<file path="config.mk">
export PLATFORM = sky130hd
export DESIGN_NAME = scpc_param_store
export DESIGN_NICKNAME = d
export VERILOG_FILES = /design/src/core/scpc_pkg.sv /design/src/core/scpc_mem_if.sv /design/src/core/scpc_result_mem.sv /design/src/core/scpc_param_store.sv
export SDC_FILE = /design/constraint.sdc
export NUM_CORES = 1
export LEC_CHECK = 0
export BUFFER_PORTS_ARGS = -buffer_cell sky130_fd_sc_hd__clkbuf_2
export CORE_ASPECT_RATIO = 1.2
export CORE_MARGIN = 3
export CORE_UTILIZATION = 58
export DETAILED_ROUTE_END_ITERATION = 7
export GPL_TIMING_DRIVEN = 0
export PLACE_DENSITY = 0.81
export SYNTH_ARGS = -nofsm -noshare
export SYNTH_HDL_FRONTEND = slang
export SYNTH_SLANG_ARGS = --single-unit
</file>
<file path="constraint.sdc">
create_clock -name clk -period 2.3 [get_ports clk]
set_input_delay 0.115 -clock clk [delete_from_list [all_inputs] [get_ports clk]]
set_output_delay 0.115 -clock clk [all_outputs]
set_load 0.05 [all_outputs]
</file>
<file path="src/core/scpc_pkg.sv">
// scpc_pkg: constants shared by the sensor channel parameter store.
// assumes a 32-bit apb slave, word-aligned registers, byte address = 4 x index.
package scpc_pkg;

    // ==========================================================
    // register indices (printed offsets); byte address is 4 x index
    localparam logic [5:0] SCPC_IDX_BUS_ADDR = 6'h00;
    localparam logic [5:0] SCPC_IDX_CHAN_LIST = 6'h01;
    localparam logic [5:0] SCPC_IDX_LED12 = 6'h02;
    localparam logic [5:0] SCPC_IDX_LED3 = 6'h03;
    localparam logic [5:0] SCPC_IDX_PS_ALIGN = 6'h05;
    localparam logic [5:0] SCPC_IDX_ALS_ALIGN = 6'h06;
    localparam logic [5:0] SCPC_IDX_ACTIVE_ADDR = 6'h10;
    localparam logic [5:0] SCPC_IDX_RESULT_BASE = 6'h20;
    localparam logic [5:0] SCPC_RESULT_WORDS = 6'h06;

    // ==========================================================
    // writable bit masks; reserved bits store and read as zero
    localparam logic [7:0] SCPC_MASK_BUS_ADDR = 8'hff;
    localparam logic [7:0] SCPC_MASK_CHAN_LIST = 8'h77;
    localparam logic [7:0] SCPC_MASK_LED12 = 8'h77;
    localparam logic [7:0] SCPC_MASK_LED3 = 8'h07;
    localparam logic [7:0] SCPC_MASK_PS_ALIGN = 8'h70;
    localparam logic [7:0] SCPC_MASK_ALS_ALIGN = 8'h30;

    // ==========================================================
    // reset values
    localparam logic [7:0] SCPC_RST_BUS_ADDR = 8'h00;
    localparam logic [7:0] SCPC_RST_LED3 = 8'h04;

    // ==========================================================
    // field positions
    localparam int SCPC_BIT_AUX_ON = 6;
    localparam int SCPC_BIT_AMB_IR_ON = 5;
    localparam int SCPC_BIT_AMB_VIS_ON = 4;
    localparam int SCPC_BIT_P3_ON = 2;
    localparam int SCPC_BIT_P2_ON = 1;
    localparam int SCPC_BIT_P1_ON = 0;
    localparam int SCPC_LSB_P2_MASK = 4;
    localparam int SCPC_LSB_P1_MASK = 0;
    localparam int SCPC_LSB_P3_MASK = 0;
    localparam int SCPC_BIT_P3_LOW = 6;
    localparam int SCPC_BIT_P2_LOW = 5;
    localparam int SCPC_BIT_P1_LOW = 4;
    localparam int SCPC_BIT_AMB_IR_LOW = 5;
    localparam int SCPC_BIT_AMB_VIS_LOW = 4;

    // ==========================================================
    // measurement codes from the sequencer, also the result word index
    localparam logic [2:0] SCPC_CH_P1 = 3'h0;
    localparam logic [2:0] SCPC_CH_P2 = 3'h1;
    localparam logic [2:0] SCPC_CH_P3 = 3'h2;
    localparam logic [2:0] SCPC_CH_AMB_VIS = 3'h3;
    localparam logic [2:0] SCPC_CH_AMB_IR = 3'h4;
    localparam logic [2:0] SCPC_CH_AUX = 3'h5;

endpackage

</file>
<file path="src/core/scpc_mem_if.sv">
// scpc_mem_if: carries the result store's write and read ports.
// assumes one clock shared by both ends.
`timescale 1ns/10ps
interface scpc_mem_if;
    logic wr_en;
    logic [2:0] wr_addr;
    logic [15:0] wr_data;
    logic [2:0] rd_addr;
    logic [15:0] rd_data;

    modport owner (output wr_en, output wr_addr, output wr_data, output rd_addr, input rd_data);
    modport store (input wr_en, input wr_addr, input wr_data, input rd_addr, output rd_data);
endinterface

</file>
<file path="src/core/scpc_result_mem.sv">
// scpc_result_mem: small store for the reported measurement words.
// assumes synchronous write, read data registered one cycle after address.
`timescale 1ns/10ps
module scpc_result_mem #(
    parameter int DEPTH = 8
) (
    // clock and reset
    input wire logic clk,
    input wire logic rst,
    // ports
    scpc_mem_if.store mem
);
    logic [15:0] words_r [DEPTH];
    logic [15:0] rd_r;

    // ==========================================================
    // storage: words clear at reset so unmeasured channels read zero
    always_ff @(posedge clk) begin
        if (rst) begin
            for (int i = 0; i < DEPTH; i++) begin
                words_r[i] <= 16'h0000;
            end
            rd_r <= 16'h0000;
        end else begin
            if (mem.wr_en) begin
                words_r[mem.wr_addr] <= mem.wr_data;
            end
            rd_r <= words_r[mem.rd_addr];
        end
    end

    assign mem.rd_data = rd_r;
endmodule

</file>
<file path="src/core/scpc_param_store.sv">
// scpc_param_store: parameter store and result formatter for the sensor channels.
// assumes an apb master on clk, and a measurement sequencer that presents
// its channel code while busy and a 17-bit conversion with a valid pulse.
`timescale 1ns/10ps
// Operation
// - stored address becomes active only when the apply-address command arrives; resets zero.
// - channel list bit 6 enables auxiliary measurement and its result pair.
// - channel list bit 5 enables ambient infrared measurement and its result pair.
// - channel list bit 4 enables ambient visible measurement and its result pair.
// - channel list bits 0..2 enable the three proximity measurements and results.
// - second proximity drives emitters from mask bits 6..4; zero drives none.
// - first proximity drives emitters from mask bits 2..0; zero drives none.
// - third proximity mask bits 2..0, reset selects emitter three only.
// - encoding bit 6 picks low or high 16 bits for third proximity.
// - encoding bit 5 picks low or high 16 bits for second proximity.
// - encoding bit 4 picks low or high 16 bits for first proximity.
// - ambient encoding bit 5 picks low or high 16 bits, infrared channel.
// - ambient encoding bit 4 picks low or high 16 bits, visible channel.
module scpc_param_store #(
    parameter int ADDR_W = 8
) (
    // clock and reset
    input wire logic clk,
    input wire logic rst,
    // apb slave
    input wire logic psel,
    input wire logic penable,
    input wire logic pwrite,
    input wire logic [ADDR_W-1:0] paddr,
    input wire logic [31:0] pwdata,
    input wire logic [3:0] pstrb,
    output logic [31:0] prdata,
    output logic pready,
    output logic pslverr,
    // serial bus address control
    input wire logic apply_new_address_cmd,
    output logic [7:0] active_bus_addr,
    // measurement sequencer
    input wire logic meas_busy,
    input wire logic [2:0] meas_chan,
    input wire logic meas_valid,
    input wire logic [16:0] meas_data,
    // configuration seen by the sequencer
    output logic prox_one_on,
    output logic prox_two_on,
    output logic prox_three_on,
    output logic ambient_visible_on,
    output logic ambient_infrared_on,
    output logic auxiliary_on,
    // emitter drive
    output logic [2:0] emitter_drive
);
    import scpc_pkg::*;

    typedef struct packed {
        logic [7:0] bus_addr;
        logic [7:0] active_addr;
        logic [7:0] chan_list;
        logic [7:0] led12;
        logic [7:0] led3;
        logic [7:0] ps_align;
        logic [7:0] als_align;
        logic pready;
        logic pslverr;
        logic [31:0] prdata;
        logic [2:0] led_drive;
        logic wr_en;
        logic [2:0] wr_addr;
        logic [15:0] wr_data;
    } scpc_state_s;

    scpc_state_s st_r;
    scpc_state_s st_nxt;
    scpc_mem_if mem ();

    // ==========================================================
    // helpers
    function automatic logic [ADDR_W-1:0] byte_addr(input logic [5:0] idx);
        byte_addr = ADDR_W'({idx, 2'b00});
    endfunction

    // 17-bit conversion cut to the reported 16-bit word
    function automatic logic [15:0] align17(input logic [16:0] d, input logic low_sel);
        align17 = low_sel ? d[15:0] : d[16:1];
    endfunction

    function automatic logic in_results(input logic [ADDR_W-1:0] a);
        in_results = (a >= byte_addr(SCPC_IDX_RESULT_BASE)) &&
                     (a < byte_addr(SCPC_IDX_RESULT_BASE + SCPC_RESULT_WORDS));
    endfunction

    // ==========================================================
    // result store
    scpc_result_mem #(
        .DEPTH(8)
    ) u_store (
        .clk(clk),
        .rst(rst),
        .mem(mem.store)
    );

    // read address follows the bus so data is ready in the first access cycle
    assign mem.wr_en = st_r.wr_en;
    assign mem.wr_addr = st_r.wr_addr;
    assign mem.wr_data = st_r.wr_data;
    assign mem.rd_addr = paddr[4:2];

    // ==========================================================
    // next-state logic
    always_comb begin
        logic acc_first;
        logic acc_done;
        logic [7:0] wb;
        acc_first = psel && penable && !st_r.pready;
        acc_done = psel && penable && st_r.pready;
        wb = pwdata[7:0];
        st_nxt = st_r;
        st_nxt.pready = 1'b0;
        st_nxt.pslverr = 1'b0;
        st_nxt.wr_en = 1'b0;
        st_nxt.led_drive = 3'b000;

        // first access cycle: decode and register the answer (one wait state)
        if (acc_first) begin
            st_nxt.pready = 1'b1;
            st_nxt.prdata = 32'h0000_0000;
            if (paddr == byte_addr(SCPC_IDX_BUS_ADDR)) begin
                st_nxt.prdata = {24'h00_0000, st_r.bus_addr};
            end else if (paddr == byte_addr(SCPC_IDX_CHAN_LIST)) begin
                st_nxt.prdata = {24'h00_0000, st_r.chan_list};
            end else if (paddr == byte_addr(SCPC_IDX_LED12)) begin
                st_nxt.prdata = {24'h00_0000, st_r.led12};
            end else if (paddr == byte_addr(SCPC_IDX_LED3)) begin
                st_nxt.prdata = {24'h00_0000, st_r.led3};
            end else if (paddr == byte_addr(SCPC_IDX_PS_ALIGN)) begin
                st_nxt.prdata = {24'h00_0000, st_r.ps_align};
            end else if (paddr == byte_addr(SCPC_IDX_ALS_ALIGN)) begin
                st_nxt.prdata = {24'h00_0000, st_r.als_align};
            end else if (paddr == byte_addr(SCPC_IDX_ACTIVE_ADDR)) begin
                st_nxt.prdata = {24'h00_0000, st_r.active_addr};
                st_nxt.pslverr = pwrite; // read-only
            end else if (in_results(paddr)) begin
                st_nxt.prdata = {16'h0000, mem.rd_data};
                st_nxt.pslverr = pwrite; // read-only
            end else begin
                st_nxt.pslverr = 1'b1; // unmapped
            end
            if (pwrite) begin
                st_nxt.prdata = 32'h0000_0000;
            end
        end

        // writes land at the completing edge; reserved bits are dropped
        if (acc_done && pwrite && pstrb[0]) begin
            if (paddr == byte_addr(SCPC_IDX_BUS_ADDR)) begin
                st_nxt.bus_addr = wb & SCPC_MASK_BUS_ADDR;
            end else if (paddr == byte_addr(SCPC_IDX_CHAN_LIST)) begin
                st_nxt.chan_list = wb & SCPC_MASK_CHAN_LIST;
            end else if (paddr == byte_addr(SCPC_IDX_LED12)) begin
                st_nxt.led12 = wb & SCPC_MASK_LED12;
            end else if (paddr == byte_addr(SCPC_IDX_LED3)) begin
                st_nxt.led3 = wb & SCPC_MASK_LED3;
            end else if (paddr == byte_addr(SCPC_IDX_PS_ALIGN)) begin
                st_nxt.ps_align = wb & SCPC_MASK_PS_ALIGN;
            end else if (paddr == byte_addr(SCPC_IDX_ALS_ALIGN)) begin
                st_nxt.als_align = wb & SCPC_MASK_ALS_ALIGN;
            end
        end

        // the old address stays live until the apply command
        if (apply_new_address_cmd) begin
            st_nxt.active_addr = st_r.bus_addr;
        end

        // emitter drive while a proximity measurement runs
        if (meas_busy) begin
            case (meas_chan)
                SCPC_CH_P1: st_nxt.led_drive = st_r.led12[SCPC_LSB_P1_MASK +: 3];
                SCPC_CH_P2: st_nxt.led_drive = st_r.led12[SCPC_LSB_P2_MASK +: 3];
                SCPC_CH_P3: st_nxt.led_drive = st_r.led3[SCPC_LSB_P3_MASK +: 3];
                default: st_nxt.led_drive = 3'b000;
            endcase
        end

        // results of enabled channels only reach the store
        if (meas_valid) begin
            st_nxt.wr_addr = meas_chan;
            case (meas_chan)
                SCPC_CH_P1: begin
                    st_nxt.wr_en = st_r.chan_list[SCPC_BIT_P1_ON];
                    st_nxt.wr_data = align17(meas_data, st_r.ps_align[SCPC_BIT_P1_LOW]);
                end
                SCPC_CH_P2: begin
                    st_nxt.wr_en = st_r.chan_list[SCPC_BIT_P2_ON];
                    st_nxt.wr_data = align17(meas_data, st_r.ps_align[SCPC_BIT_P2_LOW]);
                end
                SCPC_CH_P3: begin
                    st_nxt.wr_en = st_r.chan_list[SCPC_BIT_P3_ON];
                    st_nxt.wr_data = align17(meas_data, st_r.ps_align[SCPC_BIT_P3_LOW]);
                end
                SCPC_CH_AMB_VIS: begin
                    st_nxt.wr_en = st_r.chan_list[SCPC_BIT_AMB_VIS_ON];
                    st_nxt.wr_data = align17(meas_data,
                        st_r.als_align[SCPC_BIT_AMB_VIS_LOW]);
                end
                SCPC_CH_AMB_IR: begin
                    st_nxt.wr_en = st_r.chan_list[SCPC_BIT_AMB_IR_ON];
                    st_nxt.wr_data = align17(meas_data,
                        st_r.als_align[SCPC_BIT_AMB_IR_LOW]);
                end
                SCPC_CH_AUX: begin
                    st_nxt.wr_en = st_r.chan_list[SCPC_BIT_AUX_ON];
                    st_nxt.wr_data = align17(meas_data, 1'b0);
                end
                default: st_nxt.wr_en = 1'b0;
            endcase
        end
    end

    // ==========================================================
    // state register; unlisted parameters reset to zero
    always_ff @(posedge clk) begin
        if (rst) begin
            st_r <= '0;
            st_r.bus_addr <= SCPC_RST_BUS_ADDR;
            st_r.led3 <= SCPC_RST_LED3;
        end else begin
            st_r <= st_nxt;
        end
    end

    // ==========================================================
    // outputs, all straight from the state register
    assign prdata = st_r.prdata;
    assign pready = st_r.pready;
    assign pslverr = st_r.pslverr;
    assign active_bus_addr = st_r.active_addr;
    assign prox_one_on = st_r.chan_list[SCPC_BIT_P1_ON];
    assign prox_two_on = st_r.chan_list[SCPC_BIT_P2_ON];
    assign prox_three_on = st_r.chan_list[SCPC_BIT_P3_ON];
    assign ambient_visible_on = st_r.chan_list[SCPC_BIT_AMB_VIS_ON];
    assign ambient_infrared_on = st_r.chan_list[SCPC_BIT_AMB_IR_ON];
    assign auxiliary_on = st_r.chan_list[SCPC_BIT_AUX_ON];
    assign emitter_drive = st_r.led_drive;

    // ==========================================================
    // checks
    a_addr_apply: assert property (@(posedge clk) disable iff (rst)
        apply_new_address_cmd |=> active_bus_addr == $past(st_r.bus_addr))
        else $error("active address did not take the stored value");

    a_addr_hold: assert property (@(posedge clk) disable iff (rst)
        !apply_new_address_cmd |=> $stable(active_bus_addr))
        else $error("active address changed without apply command");

    a_led_prox_two: assert property (@(posedge clk) disable iff (rst)
        (meas_busy && meas_chan == SCPC_CH_P2) |=> emitter_drive == $past(st_r.led12[6:4]))
        else $error("second proximity emitters wrong");

    a_led_prox_one: assert property (@(posedge clk) disable iff (rst)
        (meas_busy && meas_chan == SCPC_CH_P1) |=> emitter_drive == $past(st_r.led12[2:0]))
        else $error("first proximity emitters wrong");

    a_led_prox_three: assert property (@(posedge clk) disable iff (rst)
        (meas_busy && meas_chan == SCPC_CH_P3) |=> emitter_drive == $past(st_r.led3[2:0]))
        else $error("third proximity emitters wrong");

    a_led_reset_three: assert property (@(posedge clk)
        rst |=> st_r.led3 == 8'h04 && active_bus_addr == 8'h00)
        else $error("reset values wrong");

    a_store_gate: assert property (@(posedge clk) disable iff (rst)
        (meas_valid && meas_chan == SCPC_CH_P1 && !prox_one_on) |=> !mem.wr_en)
        else $error("disabled channel stored a result");

    a_align_prox_one: assert property (@(posedge clk) disable iff (rst)
        (meas_valid && meas_chan == SCPC_CH_P1 && prox_one_on && st_r.ps_align[4])
        |=> mem.wr_en && mem.wr_data == $past(meas_data[15:0]))
        else $error("first proximity low word not reported");

    a_align_amb_ir: assert property (@(posedge clk) disable iff (rst)
        (meas_valid && meas_chan == SCPC_CH_AMB_IR && ambient_infrared_on && !st_r.als_align[5])
        |=> mem.wr_en && mem.wr_data == $past(meas_data[16:1]))
        else $error("ambient infrared high word not reported");

    a_read_upper_zero: assert property (@(posedge clk) disable iff (rst)
        pready |-> prdata[31:16] == 16'h0000 && !$past(pready))
        else $error("read upper bits or ready pulse wrong");

    a_ready_one_wait: assert property (@(posedge clk) disable iff (rst)
        (psel && penable && !pready) |=> pready)
        else $error("apb answer not after one wait state");

    a_led_idle: assert property (@(posedge clk) disable iff (rst)
        !meas_busy |=> emitter_drive == 3'b000)
        else $error("emitters driven while idle");

    a_led_not_prox: assert property (@(posedge clk) disable iff (rst)
        (meas_busy && meas_chan > SCPC_CH_P3) |=> emitter_drive == 3'b000)
        else $error("emitters driven for a non-proximity channel");

    a_gate_prox_two: assert property (@(posedge clk) disable iff (rst)
        (meas_valid && meas_chan == SCPC_CH_P2 && !prox_two_on) |=> !mem.wr_en)
        else $error("disabled second proximity stored");

    a_gate_prox_three: assert property (@(posedge clk) disable iff (rst)
        (meas_valid && meas_chan == SCPC_CH_P3 && !prox_three_on) |=> !mem.wr_en)
        else $error("disabled third proximity stored");

    a_gate_amb_vis: assert property (@(posedge clk) disable iff (rst)
        (meas_valid && meas_chan == SCPC_CH_AMB_VIS && !ambient_visible_on) |=> !mem.wr_en)
        else $error("disabled ambient visible stored");

    a_gate_amb_ir: assert property (@(posedge clk) disable iff (rst)
        (meas_valid && meas_chan == SCPC_CH_AMB_IR && !ambient_infrared_on) |=> !mem.wr_en)
        else $error("disabled ambient infrared stored");

    a_gate_aux: assert property (@(posedge clk) disable iff (rst)
        (meas_valid && meas_chan == SCPC_CH_AUX && !auxiliary_on) |=> !mem.wr_en)
        else $error("disabled auxiliary stored");

    a_store_aux: assert property (@(posedge clk) disable iff (rst)
        (meas_valid && meas_chan == SCPC_CH_AUX && auxiliary_on)
        |=> mem.wr_en && mem.wr_addr == SCPC_CH_AUX && mem.wr_data == $past(meas_data[16:1]))
        else $error("auxiliary result not stored");

    a_align_prox_two: assert property (@(posedge clk) disable iff (rst)
        (meas_valid && meas_chan == SCPC_CH_P2 && prox_two_on && st_r.ps_align[5])
        |=> mem.wr_en && mem.wr_data == $past(meas_data[15:0]))
        else $error("second proximity low word not reported");

    a_align_prox_three: assert property (@(posedge clk) disable iff (rst)
        (meas_valid && meas_chan == SCPC_CH_P3 && prox_three_on && !st_r.ps_align[6])
        |=> mem.wr_en && mem.wr_data == $past(meas_data[16:1]))
        else $error("third proximity high word not reported");

    a_align_one_high: assert property (@(posedge clk) disable iff (rst)
        (meas_valid && meas_chan == SCPC_CH_P1 && prox_one_on && !st_r.ps_align[4])
        |=> mem.wr_en && mem.wr_data == $past(meas_data[16:1]))
        else $error("first proximity high word not reported");

    a_align_amb_vis: assert property (@(posedge clk) disable iff (rst)
        (meas_valid && meas_chan == SCPC_CH_AMB_VIS && ambient_visible_on && st_r.als_align[4])
        |=> mem.wr_en && mem.wr_data == $past(meas_data[15:0]))
        else $error("ambient visible low word not reported");

    a_align_ir_low: assert property (@(posedge clk) disable iff (rst)
        (meas_valid && meas_chan == SCPC_CH_AMB_IR && ambient_infrared_on && st_r.als_align[5])
        |=> mem.wr_en && mem.wr_data == $past(meas_data[15:0]))
        else $error("ambient infrared low word not reported");

    a_reserved_zero: assert property (@(posedge clk) disable iff (rst)
        !st_r.chan_list[7] && !st_r.chan_list[3] && st_r.ps_align[3:0] == 4'h0
        && st_r.als_align[3:0] == 4'h0)
        else $error("reserved parameter bits not zero");
endmodule

</file>
==> summary.txt <==
Pwr
  • Cell area power density: 722 nW/um^2
  • Int Power: 6620 uW
  • Worst IR Drop VDD: 0.752 mV
  • Clock power frac: 0.413
  • Part of the power in combinational logic: 0.071
  • Sw frac: 0.220
  • Pleak: 0.00453 uW
  • P_sw: 1870 uW
  • Flop pwr share: 0.515

Global route
  • Largest net degree at the start of global routing: 17
  • Vias in the first global route: 6668
  • First-pass GRT wire length: 35000 um
  • Initial antenna violation count: 1
  • Total GRT Usage: 0.232
  • Remaining Overflow, GRT: 0

Clock tree
  • CTS H-Tree Depth: 1
  • Clk slew on worst S/H paths: 0.06 ns
  • Clock sinks: 221
  • # Post-CTS Setup Buffers: 0
  • Clock buffer depth: 3
  • Num CTS Buffers: 21
  • Clock Latency Late Sink: 0.49 ns
  • Root buf cell: clkbuf_16
  • CTS tree: built

Synthesis
  • Yosys cell types: 47
  • Share of the synthesized area in the top cell type: 0.383
  • #FFs+latches synth: 221
  • Syn Area/Cell: 12.0 sq um
  • Yosys warning count: 0
  • Synth Area in Compound Gates: 0.0640
  • Top cells by count, synth: and2_1, edfxtp_1, dfxtp_1, nor2_1, mux2i_1
  • Yosys top cell by area: edfxtp_1
  • Ys async rst share: 0
  • Post-synthesis sequential area ratio: 0.569
  • Post-Synth XOR/XNOR Area: 0
  • Largest family of logic cells by synthesized area: simple AND/OR/NAND/NOR gates
  • Syn Inst Count: 834
  • Top cells by area, synth: edfxtp_1, dfxtp_1, and2_1, mux4_2, mux2i_1
  • Adder-cell area share of the yosys netlist: 0
  • Synth Flop Type: edfxtp_1
  • EDFF count, synth: 128
  • Most common cell in the netlist: and2_1
  • Synthesized area: 10000 sq um
  • Post-synthesis simple-gate area fraction: 0.171
  • Post-synthesis mux area share: 0.142

Die
  • Std-Cell Rows: 52
  • Core ar.: 16900 sq um
  • Die area: 18900 sq um
  • I/O pins: 123
  • Die W: 126 um
  • Initial Util: 0.593
  • Die Height: 150 um

Route
  • Post-route ant nets: 0
  • Final WL: 22100 um
  • Residual DRC count: 0
  • Vias per std cell: 5.60
  • Vias post-DR: 6762
  • Wirelength per Cell: 18.3 um
  • Drt first pass iters: 5
  • First DRT Iteration DRCs: 487

Finish
  • Antenna Cells: 0
  • Fillers: 1221
  • Nets: 1049
  • Finished Cell Area: 11800 sq um
  • Area grow syn2layout: 17.2%
  • Layout cells sized above 1: 0.224
  • Area of the multi-input gates: 3860 sq um
  • Register Area: 5710 sq um

STA
  • RSZ-0062 raised after global routing: false
  • Worst hold margin: 0.108 ns
  • Tmin final: 2.17 ns
  • Final Hold Fails: 0
  • Worst-margin pin slew: 1.17 ns
  • Max Fclk: 460 MHz
  • Clk_skew: 0.0116 ns
  • Final max-slew violation count: 0
  • Final period util: 0.944
  • Final-report setup violation count: 0
  • Max transition margin: 0.214

Worst setup path
  • Worst EP required: 2.70 ns
  • Buf+Inv Stages, Crit Path: 1
  • Setup CP Type: flip-flop to flip-flop
  • Startpoint Class: flip-flop
  • Critical path arrival: 2.57 ns
  • Delay of the slowest cell on the worst path: 0.57 ns
  • Reg-to-Reg Start: st_r[62]
  • Critical-path top delay cell: dlygate4sd3_1
  • Top Family by Delay on Critical Path: compound AO/OA/AOI/OAI gates
  • CP Capture Type: flip-flop
  • CP Launch Point: st_r[62]
  • Worst Path Max Fanout: 7
  • Crit path cell chain: nor3b_1, a21oi_1, o21ai_4, mux2i_1, dlygate4sd3_1, a211oi_1

Outcome
  • Status: finished, final reports clean

Job
  • Max_cap viols: 0

Place
  • Post-DP HPWL: 15800 um
  • Placer Congestion: 0.887
  • Port bufs: 74
  • Placed Area: 10700 sq um

Hold path
  • Worst min-delay path class: input pin to flip-flop
  • HP Start: meas_chan[2]
==> area by class of cell <==
type                    count  area share
repair buffers            105      0.0579
clock buffers              26      0.0480
multi-input cells         533       0.328
plain buffers              91      0.0444
clock inverters            12      0.0119
flip-flops and latches    221       0.485
inverters                   4     0.00128
well taps                 216      0.0230
==> path summary, 6_finish.rpt <==
path	end	slack [ns]	depth (start not counted)
max	mem.wr_data[1]	0.13	6
min	mem.wr_addr[2]	0.11	3
max reg2reg	mem.wr_data[1]	0.13	6
min reg2reg	prdata[3]	0.46	2
==> per-stage QoR <==
| step | util | cells | total power, uW | setup slack [ns] | TNS (ns) |
|---|---|---|---|---|---|
| 2_1_floorplan | - | 849 | 4820 | 0.137 | 0 |
| 5_1_grt | 0.695 | 1208 | 8770 | 0.0178 | 0 |
| 4_1_cts | 0.694 | 1208 | 8530 | 0.00272 | 0 |
| 3_3_place_gp | 0.634 | 1139 | 5000 | -0.202 | -5.77 |
| 3_5_place_dp | 0.634 | 1139 | 5020 | -0.211 | -7.38 |
| 6_report | 0.695 | 1208 | 8490 | 0.128 | 0 |
==> tightest hold or removal path, cell delays in order <==
cell      delay, ns
clkbuf_1       0.18
mux2i_1        0.19
nor2_1         0.06
==> per-layer routing <==
layer	part of all wire	global-route usage	vias to the layer above
li1	-	-	3209
met1	0.39	0.289	3212
met2	0.52	0.415	282
met3	0.069	0.0414	57
met4	0.025	0.0714	2
met5	0.00054	0	-
==> flip-flops by register name, summed over array words and instances (netlist names), 3 cells and up <==
signal               flops
u_store.mem.rd_data     16
emitter_drive            3
active_bus_addr          8
mem.wr_addr              3
mem.wr_data             16
u_store.words_r        128
st_r                    22
prdata                  16
==> cells by family after synthesis <==
kind of cell | Yosys count
AO/OA/AOI/OAI | 100
AND/OR/NAND/NOR | 318
other | 1
multiplexers | 99
buffers and inverters | 95
flip-flops | 221
==> repair_timing <==
item / 4_1_cts / 5_1_grt
hold endpoints to repair: 46 / 0
hold buffers: 31 / 0
setup endpoints to repair: 16 / 30
gates resized for setup: 1 / 2
==> power groups by stage <==
| stage | Clock (uW) | Sequential [uW] | Combinational (uW) |
|---|---|---|---|
| after floorplan | 0 | 4420 | 401 |
| after global placement | 0 | 4450 | 552 |
| after detailed placement | 0 | 4460 | 561 |
| after CTS | 3550 | 4370 | 604 |
| after global routing | 3720 | 4390 | 656 |
| final | 3510 | 4370 | 607 |
==> placed cells by master, fill, tap and decap left out, types with 5 or more instances in the layout <==
| cell | n |
|---|---|
| dlygate4sd3_1 | 31 |
| mux2_2 | 5 |
| clkbuf_1 | 35 |
| a22oi_1 | 8 |
| or2_2 | 10 |
| mux4_2 | 34 |
| o21ai_0 | 21 |
| a221oi_1 | 6 |
| dfxtp_1 | 93 |
| conb_1 | 16 |
| nand2b_1 | 5 |
| a21oi_1 | 36 |
| edfxtp_1 | 128 |
| buf_1 | 6 |
| mux2i_1 | 60 |
| nor2b_1 | 5 |
| buf_2 | 9 |
| buf_4 | 43 |
| nand2_1 | 56 |
| clkbuf_2 | 74 |
| and2_1 | 130 |
| clkbuf_16 | 21 |
| clkinv_2 | 5 |
| inv_1 | 5 |
| a211oi_1 | 17 |
| nor2_1 | 83 |
No activity file was read; power rests on OpenSTA's default activity.
